File: src/verilog/phy_link_pkg.sv
/*
 * constants, timing counts and state codes shared by both ends of the
 * physical-layer to link-controller power and status link.
 * assumes a single 125 MHz core clock at each end.
 */
package phy_link_pkg;

    // ------------------------------------------------------------
    // clock
    // ------------------------------------------------------------
    localparam int CLK_PERIOD_NS = 8;

    // ------------------------------------------------------------
    // power sense timing, low-time limits counted in system clock cycles, sense pulse lengths in core clock cycles
    // ------------------------------------------------------------
    localparam int             LOW_CNT_W        = 11;
    localparam logic [10:0]    SCLK_INACTIVE_CYC = 11'h080;
    localparam logic [10:0]    SCLK_DISABLE_CYC  = 11'h500;
    localparam logic [10:0]    LOW_CNT_SAT       = 11'h501;
    localparam int             SENSE_MIN_NS      = 21;
    localparam int             SENSE_MIN_CYC     =
        (SENSE_MIN_NS + CLK_PERIOD_NS - 1) / CLK_PERIOD_NS;
    localparam logic [3:0]     SENSE_HIGH_CYC    = 4'(SENSE_MIN_CYC);
    localparam logic [3:0]     SENSE_LOW_CYC     = 4'hf;

    // ------------------------------------------------------------
    // hardware reset pin, request and reset hold, line rate, wake output and sclk watch
    // ------------------------------------------------------------
    localparam logic [1:0]     HW_RESET_SCLK     = 2'h2;
    localparam logic [3:0]     RESET_HOLD_CYC    = 4'hc;
    localparam logic [3:0]     REQ_HOLD_CYC      = 4'h8;
    localparam logic [1:0]     HALF_FAST         = 2'h0;
    localparam logic [1:0]     HALF_SLOW         = 2'h1;
    localparam logic [3:0]     WAKE_HALF_CYC     = 4'h9;
    localparam logic [3:0]     SCLK_WATCH_CYC    = 4'hf;

    // ------------------------------------------------------------
    // link interface states
    // ------------------------------------------------------------
    typedef enum logic [2:0] {
        ST_ACTIVE   = 3'b001,
        ST_IGNORE   = 3'b010,
        ST_DISABLED = 3'b100
    } link_state_e;

endpackage : phy_link_pkg

File: src/verilog/phy_link_if.sv
/*
 * pin-level link between the physical-layer end and the link controller.
 * assumes both ends share core_clk; every signal is a plain level.
 */
`timescale 1ns/1ps
interface phy_link_if;
    logic sclk;
    logic link_power_sense;
    logic link_request_in;
    logic reset_n;
    logic link_wake_out;
    logic manufacturing_test;
    logic scan_test;
    logic powerdown_test_in;
    logic invert_line_polarity;
    logic line_rate_select;

    modport phy (
        output sclk,
        output link_wake_out,
        input  link_power_sense,
        input  link_request_in,
        input  reset_n,
        input  manufacturing_test,
        input  scan_test,
        input  powerdown_test_in,
        input  invert_line_polarity,
        input  line_rate_select
    );

    modport link (
        input  sclk,
        input  link_wake_out,
        output link_power_sense,
        output link_request_in,
        output reset_n,
        output manufacturing_test,
        output scan_test,
        output powerdown_test_in,
        output invert_line_polarity,
        output line_rate_select
    );
endinterface : phy_link_if

File: src/verilog/phy_power_monitor.sv
/*
 * physical-layer end: system clock generation, power sense judgement,
 * link interface state, reset pin, wake output and line pin polarity.
 * assumes link pins arrive asynchronously and are synchronised here.
 */
`timescale 1ns/1ps
module phy_power_monitor (
    input  wire logic  core_clk,
    input  wire logic  reset,
    phy_link_if.phy    lnk,
    input  wire logic  rx_line_data,
    input  wire logic  rx_line_strobe,
    input  wire logic  tx_data_in,
    input  wire logic  tx_strobe_in,
    input  wire logic  tx_drive_en,
    input  wire logic  tx_tristate_en,
    input  wire logic  wake_request,
    input  wire logic  bus_reset,
    output logic       tx_line_data,
    output logic       tx_line_strobe,
    output logic       open_collector_drive_enable_n,
    output logic       tristate_drive_enable_n,
    output logic       rx_data_out,
    output logic       rx_strobe_out,
    output logic       link_active,
    output logic       request_taken,
    output logic       interface_disabled,
    output logic       test_mode_seen
);

    // ------------------------------------------------------------
    // pin synchronisers
    // ------------------------------------------------------------
    logic [6:0] sync1_q;
    logic [6:0] sync2_q;
    logic [6:0] pins_in;
    assign pins_in = {lnk.link_power_sense, lnk.link_request_in, lnk.reset_n,
                      lnk.manufacturing_test | lnk.scan_test | lnk.powerdown_test_in,
                      lnk.invert_line_polarity, lnk.line_rate_select, 1'b0};

    always_ff @(posedge core_clk) begin
        if (reset) begin
            sync1_q <= 7'h10;
            sync2_q <= 7'h10;
        end else begin
            sync1_q <= pins_in;
            sync2_q <= sync1_q;
        end
    end

    logic sense_s;
    logic req_s;
    logic rst_n_s;
    logic test_s;
    logic inv_s;
    logic rate_s;
    assign sense_s = sync2_q[6];
    assign req_s   = sync2_q[5];
    assign rst_n_s = sync2_q[4];
    assign test_s  = sync2_q[3];
    assign inv_s   = sync2_q[2];
    assign rate_s  = sync2_q[1];

    always_ff @(posedge core_clk) begin
        if (reset) test_mode_seen <= 1'b0;
        else       test_mode_seen <= test_s;
    end

    // ------------------------------------------------------------
    // system clock divider
    // ------------------------------------------------------------
    logic [1:0] div_q;
    logic       sclk_q;
    logic       half_tick;
    logic       sclk_tick;
    logic [1:0] half_len;

    assign half_len  = rate_s ? phy_link_pkg::HALF_SLOW : phy_link_pkg::HALF_FAST;
    assign half_tick = (div_q >= half_len);
    assign sclk_tick = half_tick && !sclk_q;

    always_ff @(posedge core_clk) begin
        if (reset) begin
            div_q  <= 2'h0;
            sclk_q <= 1'b0;
        end else if (half_tick) begin
            div_q  <= 2'h0;
            sclk_q <= ~sclk_q;
        end else begin
            div_q  <= div_q + 2'h1;
        end
    end

    // ------------------------------------------------------------
    // hardware reset pin
    // ------------------------------------------------------------
    logic [1:0] rst_cnt_q;
    logic       hw_reset;
    assign hw_reset = sclk_tick && !rst_n_s && (rst_cnt_q == phy_link_pkg::HW_RESET_SCLK - 2'h1);

    always_ff @(posedge core_clk) begin
        if (reset)                     rst_cnt_q <= 2'h0;
        else if (rst_n_s)              rst_cnt_q <= 2'h0;
        else if (sclk_tick && rst_cnt_q != phy_link_pkg::HW_RESET_SCLK)
            rst_cnt_q <= rst_cnt_q + 2'h1;
    end

    // ------------------------------------------------------------
    // power sense low-time count
    // ------------------------------------------------------------
    logic [phy_link_pkg::LOW_CNT_W-1:0] low_cnt_q;
    logic                               sense_active;
    logic                               sense_dead;

    always_ff @(posedge core_clk) begin
        if (reset) begin
            low_cnt_q <= phy_link_pkg::LOW_CNT_SAT;
        end else if (hw_reset) begin
            low_cnt_q <= phy_link_pkg::LOW_CNT_SAT;
        end else if (sclk_tick) begin
            if (sense_s)
                low_cnt_q <= '0;
            else if (low_cnt_q != phy_link_pkg::LOW_CNT_SAT)
                low_cnt_q <= low_cnt_q + 11'h001;
        end
    end

    assign sense_active = (low_cnt_q <= phy_link_pkg::SCLK_INACTIVE_CYC);
    assign sense_dead   = (low_cnt_q > phy_link_pkg::SCLK_DISABLE_CYC);

    // ------------------------------------------------------------
    // link interface state
    // ------------------------------------------------------------
    phy_link_pkg::link_state_e state_q;

    always_ff @(posedge core_clk) begin
        if (reset) begin
            state_q <= phy_link_pkg::ST_DISABLED;
        end else if (hw_reset) begin
            state_q <= phy_link_pkg::ST_DISABLED;
        end else begin
            case (state_q)
                phy_link_pkg::ST_ACTIVE: begin
                    if (!sense_active) state_q <= phy_link_pkg::ST_IGNORE;
                end
                phy_link_pkg::ST_IGNORE: begin
                    if (sense_dead)        state_q <= phy_link_pkg::ST_DISABLED;
                    else if (sense_active) state_q <= phy_link_pkg::ST_ACTIVE;
                end
                phy_link_pkg::ST_DISABLED: begin
                    if (sense_active) state_q <= phy_link_pkg::ST_ACTIVE;
                end
                default: state_q <= phy_link_pkg::ST_DISABLED;
            endcase
        end
    end

    assign link_active        = (state_q == phy_link_pkg::ST_ACTIVE);
    assign interface_disabled = (state_q == phy_link_pkg::ST_DISABLED);

    // clock output held low only while disabled
    logic sclk_out_q;
    always_ff @(posedge core_clk) begin
        if (reset) sclk_out_q <= 1'b0;
        else       sclk_out_q <= half_tick ? ~sclk_q & !interface_disabled
                                           : sclk_q & !interface_disabled;
    end
    assign lnk.sclk = sclk_out_q;

    // ------------------------------------------------------------
    // link request
    // ------------------------------------------------------------
    logic req_prev_q;
    always_ff @(posedge core_clk) begin
        if (reset) begin
            req_prev_q    <= 1'b0;
            request_taken <= 1'b0;
        end else begin
            req_prev_q    <= req_s;
            request_taken <= req_s && !req_prev_q && link_active;
        end
    end

    // ------------------------------------------------------------
    // wake output
    // ------------------------------------------------------------
    logic       wake_on_q;
    logic       wake_sq_q;
    logic [3:0] wake_div_q;

    always_ff @(posedge core_clk) begin
        if (reset)                          wake_on_q <= 1'b0;
        else if (bus_reset || sense_active) wake_on_q <= 1'b0;
        else if (wake_request)              wake_on_q <= 1'b1;
    end

    always_ff @(posedge core_clk) begin
        if (reset || !wake_on_q) begin
            wake_div_q <= 4'h0;
            wake_sq_q  <= 1'b0;
        end else if (wake_div_q == phy_link_pkg::WAKE_HALF_CYC) begin
            wake_div_q <= 4'h0;
            wake_sq_q  <= ~wake_sq_q;
        end else begin
            wake_div_q <= wake_div_q + 4'h1;
        end
    end
    assign lnk.link_wake_out = wake_sq_q;

    // ------------------------------------------------------------
    // line pins
    // ------------------------------------------------------------
    logic [1:0] rx1_q;
    logic [1:0] rx2_q;

    always_ff @(posedge core_clk) begin
        if (reset) begin
            rx1_q         <= 2'h0;
            rx2_q         <= 2'h0;
            rx_data_out   <= 1'b0;
            rx_strobe_out <= 1'b0;
        end else begin
            rx1_q <= {rx_line_data, rx_line_strobe};
            rx2_q <= rx1_q;
            if (half_tick) begin
                rx_data_out   <= rx2_q[1] ^ inv_s;
                rx_strobe_out <= rx2_q[0] ^ inv_s;
            end
        end
    end

    always_ff @(posedge core_clk) begin
        if (reset) begin
            tx_line_data                  <= 1'b0;
            tx_line_strobe                <= 1'b0;
            open_collector_drive_enable_n <= 1'b1;
            tristate_drive_enable_n       <= 1'b1;
        end else begin
            tx_line_data                  <= tx_data_in ^ inv_s;
            tx_line_strobe                <= tx_strobe_in ^ inv_s;
            open_collector_drive_enable_n <= ~tx_drive_en ^ inv_s;
            tristate_drive_enable_n       <= ~tx_tristate_en ^ inv_s;
        end
    end

endmodule : phy_power_monitor

File: src/flat_wrapper.sv
// flat-port wrapper written by rule: the top's interface ports become plain ports
module phy_power_monitor_flat 
  (core_clk, reset, rx_line_data, rx_line_strobe, tx_data_in, tx_strobe_in, tx_drive_en, tx_tristate_en, wake_request, bus_reset, tx_line_data, tx_line_strobe, open_collector_drive_enable_n, tristate_drive_enable_n, rx_data_out, rx_strobe_out, link_active, request_taken, interface_disabled, test_mode_seen, lnk_sclk, lnk_link_wake_out, lnk_link_power_sense, lnk_link_request_in, lnk_reset_n, lnk_manufacturing_test, lnk_scan_test, lnk_powerdown_test_in, lnk_invert_line_polarity, lnk_line_rate_select);
  phy_link_if lnk_i ();
  input  wire logic core_clk;
  input  wire logic reset;
  input  wire logic rx_line_data;
  input  wire logic rx_line_strobe;
  input  wire logic tx_data_in;
  input  wire logic tx_strobe_in;
  input  wire logic tx_drive_en;
  input  wire logic tx_tristate_en;
  input  wire logic wake_request;
  input  wire logic bus_reset;
  output logic tx_line_data;
  output logic tx_line_strobe;
  output logic open_collector_drive_enable_n;
  output logic tristate_drive_enable_n;
  output logic rx_data_out;
  output logic rx_strobe_out;
  output logic link_active;
  output logic request_taken;
  output logic interface_disabled;
  output logic test_mode_seen;
  output wire logic [$bits(lnk_i.sclk)-1:0] lnk_sclk;
  output wire logic [$bits(lnk_i.link_wake_out)-1:0] lnk_link_wake_out;
  input wire logic [$bits(lnk_i.link_power_sense)-1:0] lnk_link_power_sense;
  input wire logic [$bits(lnk_i.link_request_in)-1:0] lnk_link_request_in;
  input wire logic [$bits(lnk_i.reset_n)-1:0] lnk_reset_n;
  input wire logic [$bits(lnk_i.manufacturing_test)-1:0] lnk_manufacturing_test;
  input wire logic [$bits(lnk_i.scan_test)-1:0] lnk_scan_test;
  input wire logic [$bits(lnk_i.powerdown_test_in)-1:0] lnk_powerdown_test_in;
  input wire logic [$bits(lnk_i.invert_line_polarity)-1:0] lnk_invert_line_polarity;
  input wire logic [$bits(lnk_i.line_rate_select)-1:0] lnk_line_rate_select;
  assign lnk_sclk = lnk_i.sclk;
  assign lnk_link_wake_out = lnk_i.link_wake_out;
  assign lnk_i.link_power_sense = lnk_link_power_sense;
  assign lnk_i.link_request_in = lnk_link_request_in;
  assign lnk_i.reset_n = lnk_reset_n;
  assign lnk_i.manufacturing_test = lnk_manufacturing_test;
  assign lnk_i.scan_test = lnk_scan_test;
  assign lnk_i.powerdown_test_in = lnk_powerdown_test_in;
  assign lnk_i.invert_line_polarity = lnk_invert_line_polarity;
  assign lnk_i.line_rate_select = lnk_line_rate_select;
  phy_power_monitor u_core (.core_clk(core_clk), .reset(reset), .lnk(lnk_i), .rx_line_data(rx_line_data), .rx_line_strobe(rx_line_strobe), .tx_data_in(tx_data_in), .tx_strobe_in(tx_strobe_in), .tx_drive_en(tx_drive_en), .tx_tristate_en(tx_tristate_en), .wake_request(wake_request), .bus_reset(bus_reset), .tx_line_data(tx_line_data), .tx_line_strobe(tx_line_strobe), .open_collector_drive_enable_n(open_collector_drive_enable_n), .tristate_drive_enable_n(tristate_drive_enable_n), .rx_data_out(rx_data_out), .rx_strobe_out(rx_strobe_out), .link_active(link_active), .request_taken(request_taken), .interface_disabled(interface_disabled), .test_mode_seen(test_mode_seen));
endmodule
File: config.mk
export PLATFORM = sky130hd
export DESIGN_NAME = phy_power_monitor_flat
export DESIGN_NICKNAME = d
export VERILOG_FILES = /design/src/verilog/phy_link_pkg.sv /design/src/verilog/phy_link_if.sv /design/src/verilog/phy_power_monitor.sv /design/src/flat_wrapper.sv
export SDC_FILE = /design/constraint.sdc
export NUM_CORES = 1
export LEC_CHECK = 0
export BUFFER_PORTS_ARGS = -buffer_cell sky130_fd_sc_hd__buf_2
export CELL_PAD_IN_SITES_DETAIL_PLACEMENT = 1
export CELL_PAD_IN_SITES_GLOBAL_PLACEMENT = 2
export CORE_UTILIZATION = 33
export CTS_BUF_LIST = sky130_fd_sc_hd__clkbuf_2 sky130_fd_sc_hd__clkbuf_4 sky130_fd_sc_hd__clkbuf_8
export DETAILED_ROUTE_END_ITERATION = 10
export PLACE_DENSITY_LB_ADDON = 0.05
export SYNTH_ARGS = -nofsm -noshare
export SYNTH_HDL_FRONTEND = slang
export SYNTH_SLANG_ARGS = --single-unit
File: constraint.sdc
create_clock -name core_clk -period 2.6 [get_ports core_clk]
set_clock_uncertainty 0.15 [all_clocks]
set_input_delay 0.26 -clock core_clk [delete_from_list [all_inputs] [get_ports core_clk]]
set_output_delay 0.26 -clock core_clk [all_outputs]
set_load 0.02 [all_outputs]
==> results of run 1 <==
-- stage by stage --
step / cells / util / hold WS (ps) / setup WS, ps / cell area, µm²
floorplan: 200 / - / 188 / 44.2 / 1980
global placement: 297 / 0.391 / 232 / 242 / 2210
detailed placement: 297 / 0.391 / 240 / 118 / 2210
CTS: 307 / 0.415 / 2.18 / 59.0 / 2340
global route: 307 / 0.416 / 17.4 / 37.1 / 2350
finish: 307 / 0.416 / 15.2 / 151 / 2350
-- timing repair --
| action | CTS | global route |
|---|---|---|
| hold buffers | 2 | 0 |
| endpoints found under the hold margin | 2 | 0 |
| setup endpoints to repair | 0 | 2 |
| resized for setup | 0 | 2 |
-- cells by family (layout without fill, tap and decap cells) --
group,count (synthesis),after routing,synth area share
simple gates,86,86,0.241
flops,51,51,0.516
compound gates,20,20,0.0778
buf+inv,17,52,0.0322
xor+xnor,16,16,0.0708
fa+ha+maj,9,9,0.0569
mux,1,1,0.00506
-- metal layers --
metal	part of all wire	up-vias	GRT usage
li1	-	744	-
met3	0.031	7	0.0343
met1	0.44	709	0.162
met2	0.51	23	0.264
met4	0.016	0	0.0600
met5	0	-	0
-- cells in the mapped netlist (all sizes together), types with 5 or more instances --
master / instances
a21oi: 5
clkbuf: 6
dfxtp: 51
ha: 9
inv: 11
nand2: 6
nand3: 5
nor2: 20
nor2b: 16
nor3: 12
xnor2: 10
xor2: 6
-- power by group through the flow --
stage | combinational [mW] | sequential (mW) | clock (mW)
after global routing | 0.212 | 0.851 | 0.611
after detailed placement | 0.187 | 0.865 | 0
after global placement | 0.180 | 0.861 | 0
after floorplan | 0.131 | 0.863 | 0
final | 0.188 | 0.847 | 0.558
after CTS | 0.190 | 0.847 | 0.583
-- worst max path at each step --
stage / endpoint / start / slack (ps)
final: u_core.low_cnt_q[8] / u_core.div_q[0] / 150
after global placement: u_core.low_cnt_q[5] / u_core.div_q[0] / 240
after CTS: u_core.rst_cnt_q[1] / u_core.div_q[0] / 60
after floorplan: u_core.low_cnt_q[2] / u_core.div_q[0] / 40
after detailed placement: u_core.rst_cnt_q[1] / u_core.div_q[0] / 120
after global routing: u_core.rst_cnt_q[1] / u_core.div_q[0] / 40
-- flip-flops by register name, indices dropped and copies added (netlist names), 2 cells and up --
register	cells
u_core.low_cnt_q	11
u_core.sync1_q	6
u_core.sync2_q	6
u_core.wake_div_q	4
u_core.state_q	3
u_core.div_q	2
u_core.rst_cnt_q	2
u_core.rx1_q	2
u_core.rx2_q	2
-- critical path, delay by kind of cell (launching register included) --
family                     cells  cell delay, ps
DFF                            1             360
and+or+nand+nor                3             990
AOI/OAI and AO/OA              1             270
adders and majority gates      2             500
buffers and inverters          1              70
-- layout make-up --
class / instances / area (µm²)
Clock buffer: 6 / 76.3
Clock inverter: 2 / 38.8
Fill cell: 648 / 3290
Inverter: 11 / 41.3
Multi-Input combinational cell: 132 / 901
Sequential cell: 51 / 1020
Tap cell: 72 / 90.1
Timing Repair Buffer: 33 / 180
==> impl_results.md, run 1 <==
- Die Area: between 6000 and 7000 µm²
- CP cell instances: inv_1 > ha_1 > or3b_2 > ha_1 > and3b_1 > or2_2 > a221o_1
- R2R Path Start: u_core.div_q[0]
- CTS tree: done
- Post-CTS setup buffers: 0
- Status: finished clean
- Drt via density: roughly 4.8
- RePlAce Congestion: between 0.7 and 0.8
- Clock latency on the worst-skew pair: approximately 300 ps
- NumNets Final: 261
- Total power: 1.59 mW
- Worst-path fanout max: 4
- Setup CP Type: flop to flop
- Worst Hold Depth: 3
- H-tree levels: 2
- Port-buffer cells: 29
- Pwr dens: about 680 nW/µm²
- Largest net degree at the start of global routing: 34
- First-pass GRT wire length: between 7000 and 8000 µm
- Syn_area_per_cell: 9.90 µm²
- Clock buffer depth: 2
- Sw power: slightly below 0.4 mW
- Clk pwr share: 0.350
- Total vias in the final route: ~1500
- Most common cell after layout, fill and taps aside: dfxtp_1
- Max_cap viols: 0
- Seq pwr share: 0.532
- Core ar.: around 5600 µm²
- Clock-pin slew on the worst setup and hold paths: ~90 ps
- WHS Endpoint: u_core.sync1_q[3]
- First drt pass iteration count: 3
- Syn Nets: between 200 and 250
- Antenna diodes: 0
- Ports: 30
- Combinational Power Share: 0.118
- Net Sw Frac: 0.243
- Clock sinks: 51
- Post-synthesis sequential area ratio: 0.516
- Ys async rst share: 0
- Internal power: around 1.2 mW
- Reg2reg end: u_core.low_cnt_q[8]
- Worst EP required: roughly 2600 ps
- Die H: 79.4 µm
- Vias in the first global route: between 1500 and 2000
- Mapped Cells: 200
- Final ANT Viol Nets: 0
- CP startpoint kind: flop
- Tmin final: between 2000 and 2500 ps
- Post-Route WL: about 4000 µm
- Final hold violation count: 0
- Final Max Tran Viols: 0
- FF-to-FF path depth: 7
- Initial antenna violation count: 0
- VDD IR max: between 0.0002 and 0.0003 V
- Leakage dissipation: approximately 0.97 nW
- Reg2Reg Setup Slack: 150 ps
- RSZ-0062 raised after global routing: no
- DRC viols: 0
- Worst slew pin tran: about 560 ps
- Post-DP HPWL: between 2000 and 3000 µm
- Wire per inst: between 10 and 15 µm
- CTS root buf: clkbuf_8
- Yosys cell types: 39
- Final setup TNS: 0 ps
- Highest Clock Rate: approximately 0.4 GHz
- Min-delay src: lnk_powerdown_test_in
- Warnings, synthesis: 0
- Total CTS buffers: 5
- Ratio of final minimum period to clock period: 0.942
- Worst path max stage delay: 460 ps
- DIE WIDTH: roughly 79 µm
- Gr ovfl total: 0
- Ratio of cells with drive above 1 in the final layout: 0.213
- Hold crit path type: input pin to flop
- Most frequent cells in the layout: dfxtp_1, buf_2, nor2_1, nor2b_1, nor3_1
- Initial Util: 0.351
- Synth-to-Final Area Change: 18.6%
- CP max-delay cell: or3b_2
- Initial DRC count: 32
- Number of synthesized flops with an enable pin: 0
- Mapped Area: 1980 µm²
- CP Data Arrival Time: 2490 ps
- Total track usage: 0.146
- Largest area contributor in the netlist: dfxtp_1
- Synth Flop Type: dfxtp_1
- Row Count: 27
- Slew headroom: 0.626
- Synth top area share: 0.516
- Yosys reg bits: 51
- Top post-synthesis cells by area: dfxtp_1, ha_1, nor2b_1, xnor2_1, nor2_1
- Most frequent CP cell: ha_1
- Crit path capture type: flop
- Final setup vio count: 0
(Power assumes the default switching activity.)
==> run 2: changes to the inputs <==
--- a/config.mk
+++ b/config.mk
@@ -8,6 +8,7 @@
 export BUFFER_PORTS_ARGS = -buffer_cell sky130_fd_sc_hd__buf_2
 export CELL_PAD_IN_SITES_DETAIL_PLACEMENT = 1
 export CELL_PAD_IN_SITES_GLOBAL_PLACEMENT = 2
+export CORE_ASPECT_RATIO = 1.75
 export CORE_UTILIZATION = 33
 export CTS_BUF_LIST = sky130_fd_sc_hd__clkbuf_2 sky130_fd_sc_hd__clkbuf_4 sky130_fd_sc_hd__clkbuf_8
 export DETAILED_ROUTE_END_ITERATION = 10
==> run 2 against run 1 <==
Setup slack gained 56 ps. Global-route usage grew 0.65 points. Sequential power hardly changed. Non-clock buffer count is 1 higher. Via count down 0.13%. Routed wire length increased by 7.1%. Power increased by 5.6%. Combinational power is essentially flat. Register-to-register slack better by 60 ps. Hold slack lost 2.4 ps.
==> impl_results.md, run 2 (synthesis gave the netlist of run 1 again) <==
- RSZ-0062 raised after global routing: no
- Final Max Tran Viols: 0 (unchanged)
- Final hold violation count: 0 (unchanged)
- Initial antenna violation count: 0 (unchanged)
- RePlAce Congestion: 0.723 (-0.50%)
- Initial Util: 0.339 (-0.0115)
- Combinational Power Share: 0.112 (-0.006)
- Final setup vio count: 0 (unchanged)
- Sequential cell area: 1020 µm² (unchanged)
- CP startpoint kind: flop
- Antenna diodes: 0 (unchanged)
- Total CTS buffers: 5 (unchanged)
- Gr ovfl total: 0 (unchanged)
- DIE WIDTH: 60.5 µm (-24%)
- Slew headroom: 0.630 (+0.00425)
- Ports: 30 (unchanged)
- First drt pass iteration count: 4 (+1)
- Most frequent cells in the layout: dfxtp_1, buf_2, nor2_1, nor2b_1, nor3_1
- Max FFs per register: 11 (unchanged)
- Wire length on met3: 119 µm (-2.5%)
- Filler cells: 712 (+9.9%)
- Crit path capture type: flop
- Wire per inst: 13.6 µm (+4.7%)
- Met1 WL: 1540 µm (-12%)
- Highest Clock Rate: 0.418 GHz (+2.4%)
- Top Metal Used: met4
- Largest register by flop count: u_core.low_cnt_q
- Pwr dens: 705 nW/µm² (+4.0%)
- Seq pwr share: 0.502 (-0.030)
- Port-buffer cells: 29 (unchanged)
- Biggest regs: u_core.low_cnt_q (11), u_core.sync1_q (6), u_core.sync2_q (6)
- Max_cap viols: 0 (unchanged)
- Total track usage: 0.152 (+0.00652)
- Clock sinks: 51 (unchanged)
- Total vias in the final route: 1481 (-0.13%)
- Clk pwr share: 0.386 (+0.036)
- CTS root buf: clkbuf_8
- Final ANT Viol Nets: 0 (unchanged)
- Routed met2 length: 2550 µm (+25%)
- Post-CTS setup buffers: 0 (unchanged)
- Internal power: 1.29 mW (+6.8%)
- Drt via density: 4.72 (-2.4%)
- Core ar.: 5830 µm² (+3.4%)
- Die H: 104 µm (+31%)
- Tmin final: 2390 ps (-56.5 ps)
- Clock buffer depth: 2 (unchanged)
- CTS tree: done
- Hold crit path type: input pin to flop
- H-tree levels: 2 (unchanged)
- Ratio of cells with drive above 1 in the final layout: 0.216 (+0.00334)
- Status: finished clean
- Final setup TNS: 0 ps (unchanged)
- VDD IR max: 0.000510 V (+83%)
- First-pass GRT wire length: 7160 µm (+1.6%)
- Post-Route WL: 4270 µm (+7.1%)
- DRC viols: 0 (unchanged)
- Setup CP Type: flop to flop
- Clock latency on the worst-skew pair: 300 ps (about the same)
- Leakage dissipation: 0.982 nW (+0.96%)
- Worst slew pin tran: 554 ps (-6.38 ps)
- Ratio of final minimum period to clock period: 0.920 (-0.0217)
- Post-DP HPWL: 3300 µm (+11%)
- Clock-pin slew on the worst setup and hold paths: 100 ps (about the same)
- Most common cell after layout, fill and taps aside: dfxtp_1
- Initial DRC count: 51 (+59%)
- Worst EP required: 2650 ps (about the same)
- Vias in the first global route: 1600 (-0.12%)
- NumNets Final: 262 (+0.38%)
- Worst-path fanout max: 4 (unchanged)
- CP Data Arrival Time: 2440 ps (-50 ps)
- Row Count: 37 (+37%)
- Net Sw Frac: 0.233 (-0.00913)
- Largest net degree at the start of global routing: 34 (unchanged)
- Non-filler cells, final: 314 (+2.3%)
- Multi-input logic area: 901 µm² (unchanged)
- Placed cell count: 304 (+2.4%)
- Synth-to-Final Area Change: 20.5%
- Die Area: 6320 µm² (+0.20%)
- Sw power: 0.393 mW (+1.6%)
==> run 2: cell types whose count changed in the layout (fill, tap and decap cells not counted), sizes merged <==
cell,change
clkbuf,-1
bufinv,+1
clkinvlp,+1
buf,+1
inv,-1
==> run 2: per-layer routing <==
layer	vias to the layer above	GRT usage
li1	742	-
met1	710	0.147
met2	24	0.297
met3	5	0.0286
met4	0	0.0536
met5	-	0
==> run 2: timing repair <==
item / in CTS / in global routing
hold buffers: 2 / 0
setup endpoints to repair: 0 / 2
gates resized for setup: 0 / 2
hold endpoints to repair: 2 / 0
==> run 2: final timing paths <==
path	startpoint	to	slack, ps	cells after the start
hold reg to reg	u_core.req_prev_q	u_core.request_taken	270	1
hold / removal	lnk_line_rate_select	u_core.sync1_q[1]	10	2
setup / recovery	u_core.div_q[0]	u_core.low_cnt_q[8]	210	7
setup reg to reg	u_core.div_q[0]	u_core.low_cnt_q[8]	210	7
==> run 2: worst max-delay path: stages, from the launching register on <==
cell     delay [ps]
dfxtp_1         340
inv_1            60
ha_1            270
or3b_2          460
ha_1            230
and3b_1         210
or2_2           310
a221o_1         270
==> run 2: cell type report <==
cell class,instances,area share
inverter,11,0.0173
timing repair buffer,34,0.0787
clock buffer,5,0.0289
multi-input combinational,132,0.378
clock inverter,3,0.0283
tap,78,0.0409
sequential,51,0.428
==> run 2: through the flow <==
stage / power (mW) / area (µm²) / hold slack (ps) / utilization / setup WS (ps)
after floorplan: 0.994 / 1980 / 188 / - / 44.2
after global placement: 1.04 / 2220 / 236 / 0.381 / 247
after detailed placement: 1.05 / 2220 / 251 / 0.381 / 124
after CTS: 1.71 / 2380 / 7.01 / 0.408 / 88.6
after global routing: 1.77 / 2380 / 18.5 / 0.409 / 102
final: 1.68 / 2380 / 12.9 / 0.409 / 208
==> run 2: power by group through the flow <==
stage | clock (mW) | combinational, mW | sequential (mW)
6_report | 0.649 | 0.189 | 0.844
5_1_grt | 0.703 | 0.214 | 0.851
4_1_cts | 0.671 | 0.192 | 0.846
3_5_place_dp | 0 | 0.189 | 0.864
3_3_place_gp | 0 | 0.182 | 0.862
2_1_floorplan | 0 | 0.131 | 0.863
==> run 3: changes to the inputs <==
==> constraint.sdc (replaced) <==
create_clock -name core_clk -period 2.6 [get_ports core_clk]
set_clock_uncertainty 0.15 [all_clocks]
set_input_delay 0.13 -clock core_clk [delete_from_list [all_inputs] [get_ports core_clk]]
set_output_delay 0.13 -clock core_clk [all_outputs]
set_load 0.02 [all_outputs]
==> run 3 against run 2 <==
Flip-flop and latch count unchanged. Cell count increased by 3.8%. Die area unchanged.
==> impl_results.md, run 3 (synthesis gave the netlist of run 1 again) <==
- Status: finished clean
- Ports: 30 (unchanged)
- Die H: 104 µm (unchanged)
- Final Max Tran Viols: 0 (unchanged)
- Clock latency on the worst-skew pair: 310 ps (about the same)
- Post-DP HPWL: 3240 µm (-1.9%)
- Drt via density: 4.75 (+0.74%)
- Post-CTS setup buffers: 0 (unchanged)
- CP Data Arrival Time: 2530 ps (+90 ps)
- CTS tree: done
- Filler cells: 719 (+0.98%)
- CP startpoint kind: flop
- VDD IR max: 0.000439 V (-14%)
- Post-Route WL: 4190 µm (-1.9%)
- DIE WIDTH: 60.5 µm (unchanged)
- Pwr dens: 618 nW/µm² (-12%)
- Highest Clock Rate: 0.408 GHz (-2.4%)
- Biggest regs: u_core.low_cnt_q (11), u_core.sync1_q (6), u_core.sync2_q (6)
- Most common cell after layout, fill and taps aside: dfxtp_1
- Total CTS buffers: 5 (unchanged)
- NumNets Final: 274 (+4.6%)
- Final hold violation count: 0 (unchanged)
- Initial Util: 0.339 (unchanged)
- Port-buffer cells: 29 (unchanged)
- CP cell instances: inv_1 > ha_1 > or3b_2 > ha_1 > and3b_1 > or3_1 > a21oi_1
- Worst EP required: 2680 ps (+30 ps)
- Final ANT Viol Nets: 0 (unchanged)
- Max FFs per register: 11 (unchanged)
- Worst-path fanout max: 8 (+4)
- Final setup TNS: 0 ps (unchanged)
- Sequential cell area: 1020 µm² (unchanged)
- Crit path capture type: flop
- Worst slew pin tran: 644 ps (+89.8 ps)
- Synth-to-Final Area Change: 24.5%
- Clock buffer depth: 2 (unchanged)
- Final setup vio count: 0 (unchanged)
- Setup CP Type: flop to flop
- Tmin final: 2450 ps (+59.8 ps)
- Total vias in the final route: 1549 (+4.6%)
- Multi-input logic area: 900 µm² (-0.14%)
- Total power: 1.52 mW (-9.4%)
- Vias in the first global route: 1658 (+3.6%)
- Largest net degree at the start of global routing: 34 (unchanged)
- First drt pass iteration count: 2 (-2)
- Initial antenna violation count: 0 (unchanged)
- RSZ-0062 raised after global routing: no
- Most frequent cells in the layout: dfxtp_1, buf_2, nor2_1, nor2b_1, dlygate4sd3_1
- Ratio of cells with drive above 1 in the final layout: 0.202 (-0.0145)
- Reg2Reg Setup Slack: 150 ps (-60 ps)
- H-tree levels: 2 (unchanged)
- Antenna diodes: 0 (unchanged)
- Hold crit path type: input pin to flop
- Core ar.: 5830 µm² (unchanged)
- Clock sinks: 51 (unchanged)
- Most frequent CP cell: ha_1
- Initial DRC count: 68 (+33%)
- Worst path max stage delay: 480 ps (+20 ps)
- CP max-delay cell: or3_1
- Row Count: 37 (unchanged)
- RePlAce Congestion: 0.719 (-0.58%)
- Total track usage: 0.151 (-0.00134)
- CTS root buf: clkbuf_8
- Gr ovfl total: 0 (unchanged)
- Die Area: 6320 µm² (unchanged)
- First-pass GRT wire length: 7140 µm (-0.29%)
- Largest register by flop count: u_core.low_cnt_q
- Wire per inst: 12.8 µm (-5.5%)
- Slew headroom: 0.570 (-0.0608)
- Max_cap viols: 0 (unchanged)
- Leakage dissipation: 1.02 nW (+3.9%)
- Clock-pin slew on the worst setup and hold paths: 100 ps (about the same)
- Ratio of final minimum period to clock period: 0.943 (+0.0230)
- DRC viols: 0 (unchanged)
## run 3: stage by stage
stage | setup WS, ps | cell area (µm²) | cells | hold WS (ps) | util
3_5_place_dp | 150 | 2210 | 303 | 154 | 0.380
5_1_grt | 4.24 | 2460 | 326 | 182 | 0.423
3_3_place_gp | 246 | 2210 | 303 | 153 | 0.380
2_1_floorplan | 44.2 | 1980 | 200 | 58.3 | -
4_1_cts | 114 | 2460 | 326 | 146 | 0.422
6_report | 148 | 2460 | 326 | 142 | 0.423
## run 3: critical path: cells and delay by family, from the launching register on
kind,cells,cell delay [ps]
flops,1,340
fa+ha+maj,2,500
buf+inv,1,50
simple gates,3,1150
compound gates,1,190
## run 3: report_power, final
group	leakage, nW	switching (mW)	internal [mW]
sequential	0.418	0.0284	0.817
clock	0.0495	0.275	0.200
combinational	0.553	0.103	0.100
total	1.02	0.406	1.12
## run 3: worst paths after layout
path	startpoint	to	cells past startpoint
max	u_core.div_q[0]	u_core.low_cnt_q[5]	7
min reg2reg	u_core.req_prev_q	u_core.request_taken	1
max reg2reg	u_core.div_q[0]	u_core.low_cnt_q[5]	7
min	reset	u_core.sync1_q[3]	2
## run 3: per-layer routing
metal,GRT usage,routed length (µm),up-vias
met4,0.0666,109,0
met2,0.296,2480,27
li1,-,-,764
met5,0,0,-
met1,0.137,1490,747
met3,0.0286,107,11
## run 3: repair_timing
item / CTS / global route
gates resized for setup: 0 / 1
endpoints found under the setup margin: 0 / 1
hold buffers: 15 / 0
endpoints found under the hold margin: 13 / 0
## run 3: area by class of cell
| class | count | share of cell area |
|---|---|---|
| sequential | 51 | 0.414 |
| clock buffer | 5 | 0.0279 |
| tap | 78 | 0.0396 |
| clock inverter | 3 | 0.0107 |
| multi-input combinational | 132 | 0.365 |
| inverter | 11 | 0.0168 |
| timing repair buffer | 46 | 0.126 |
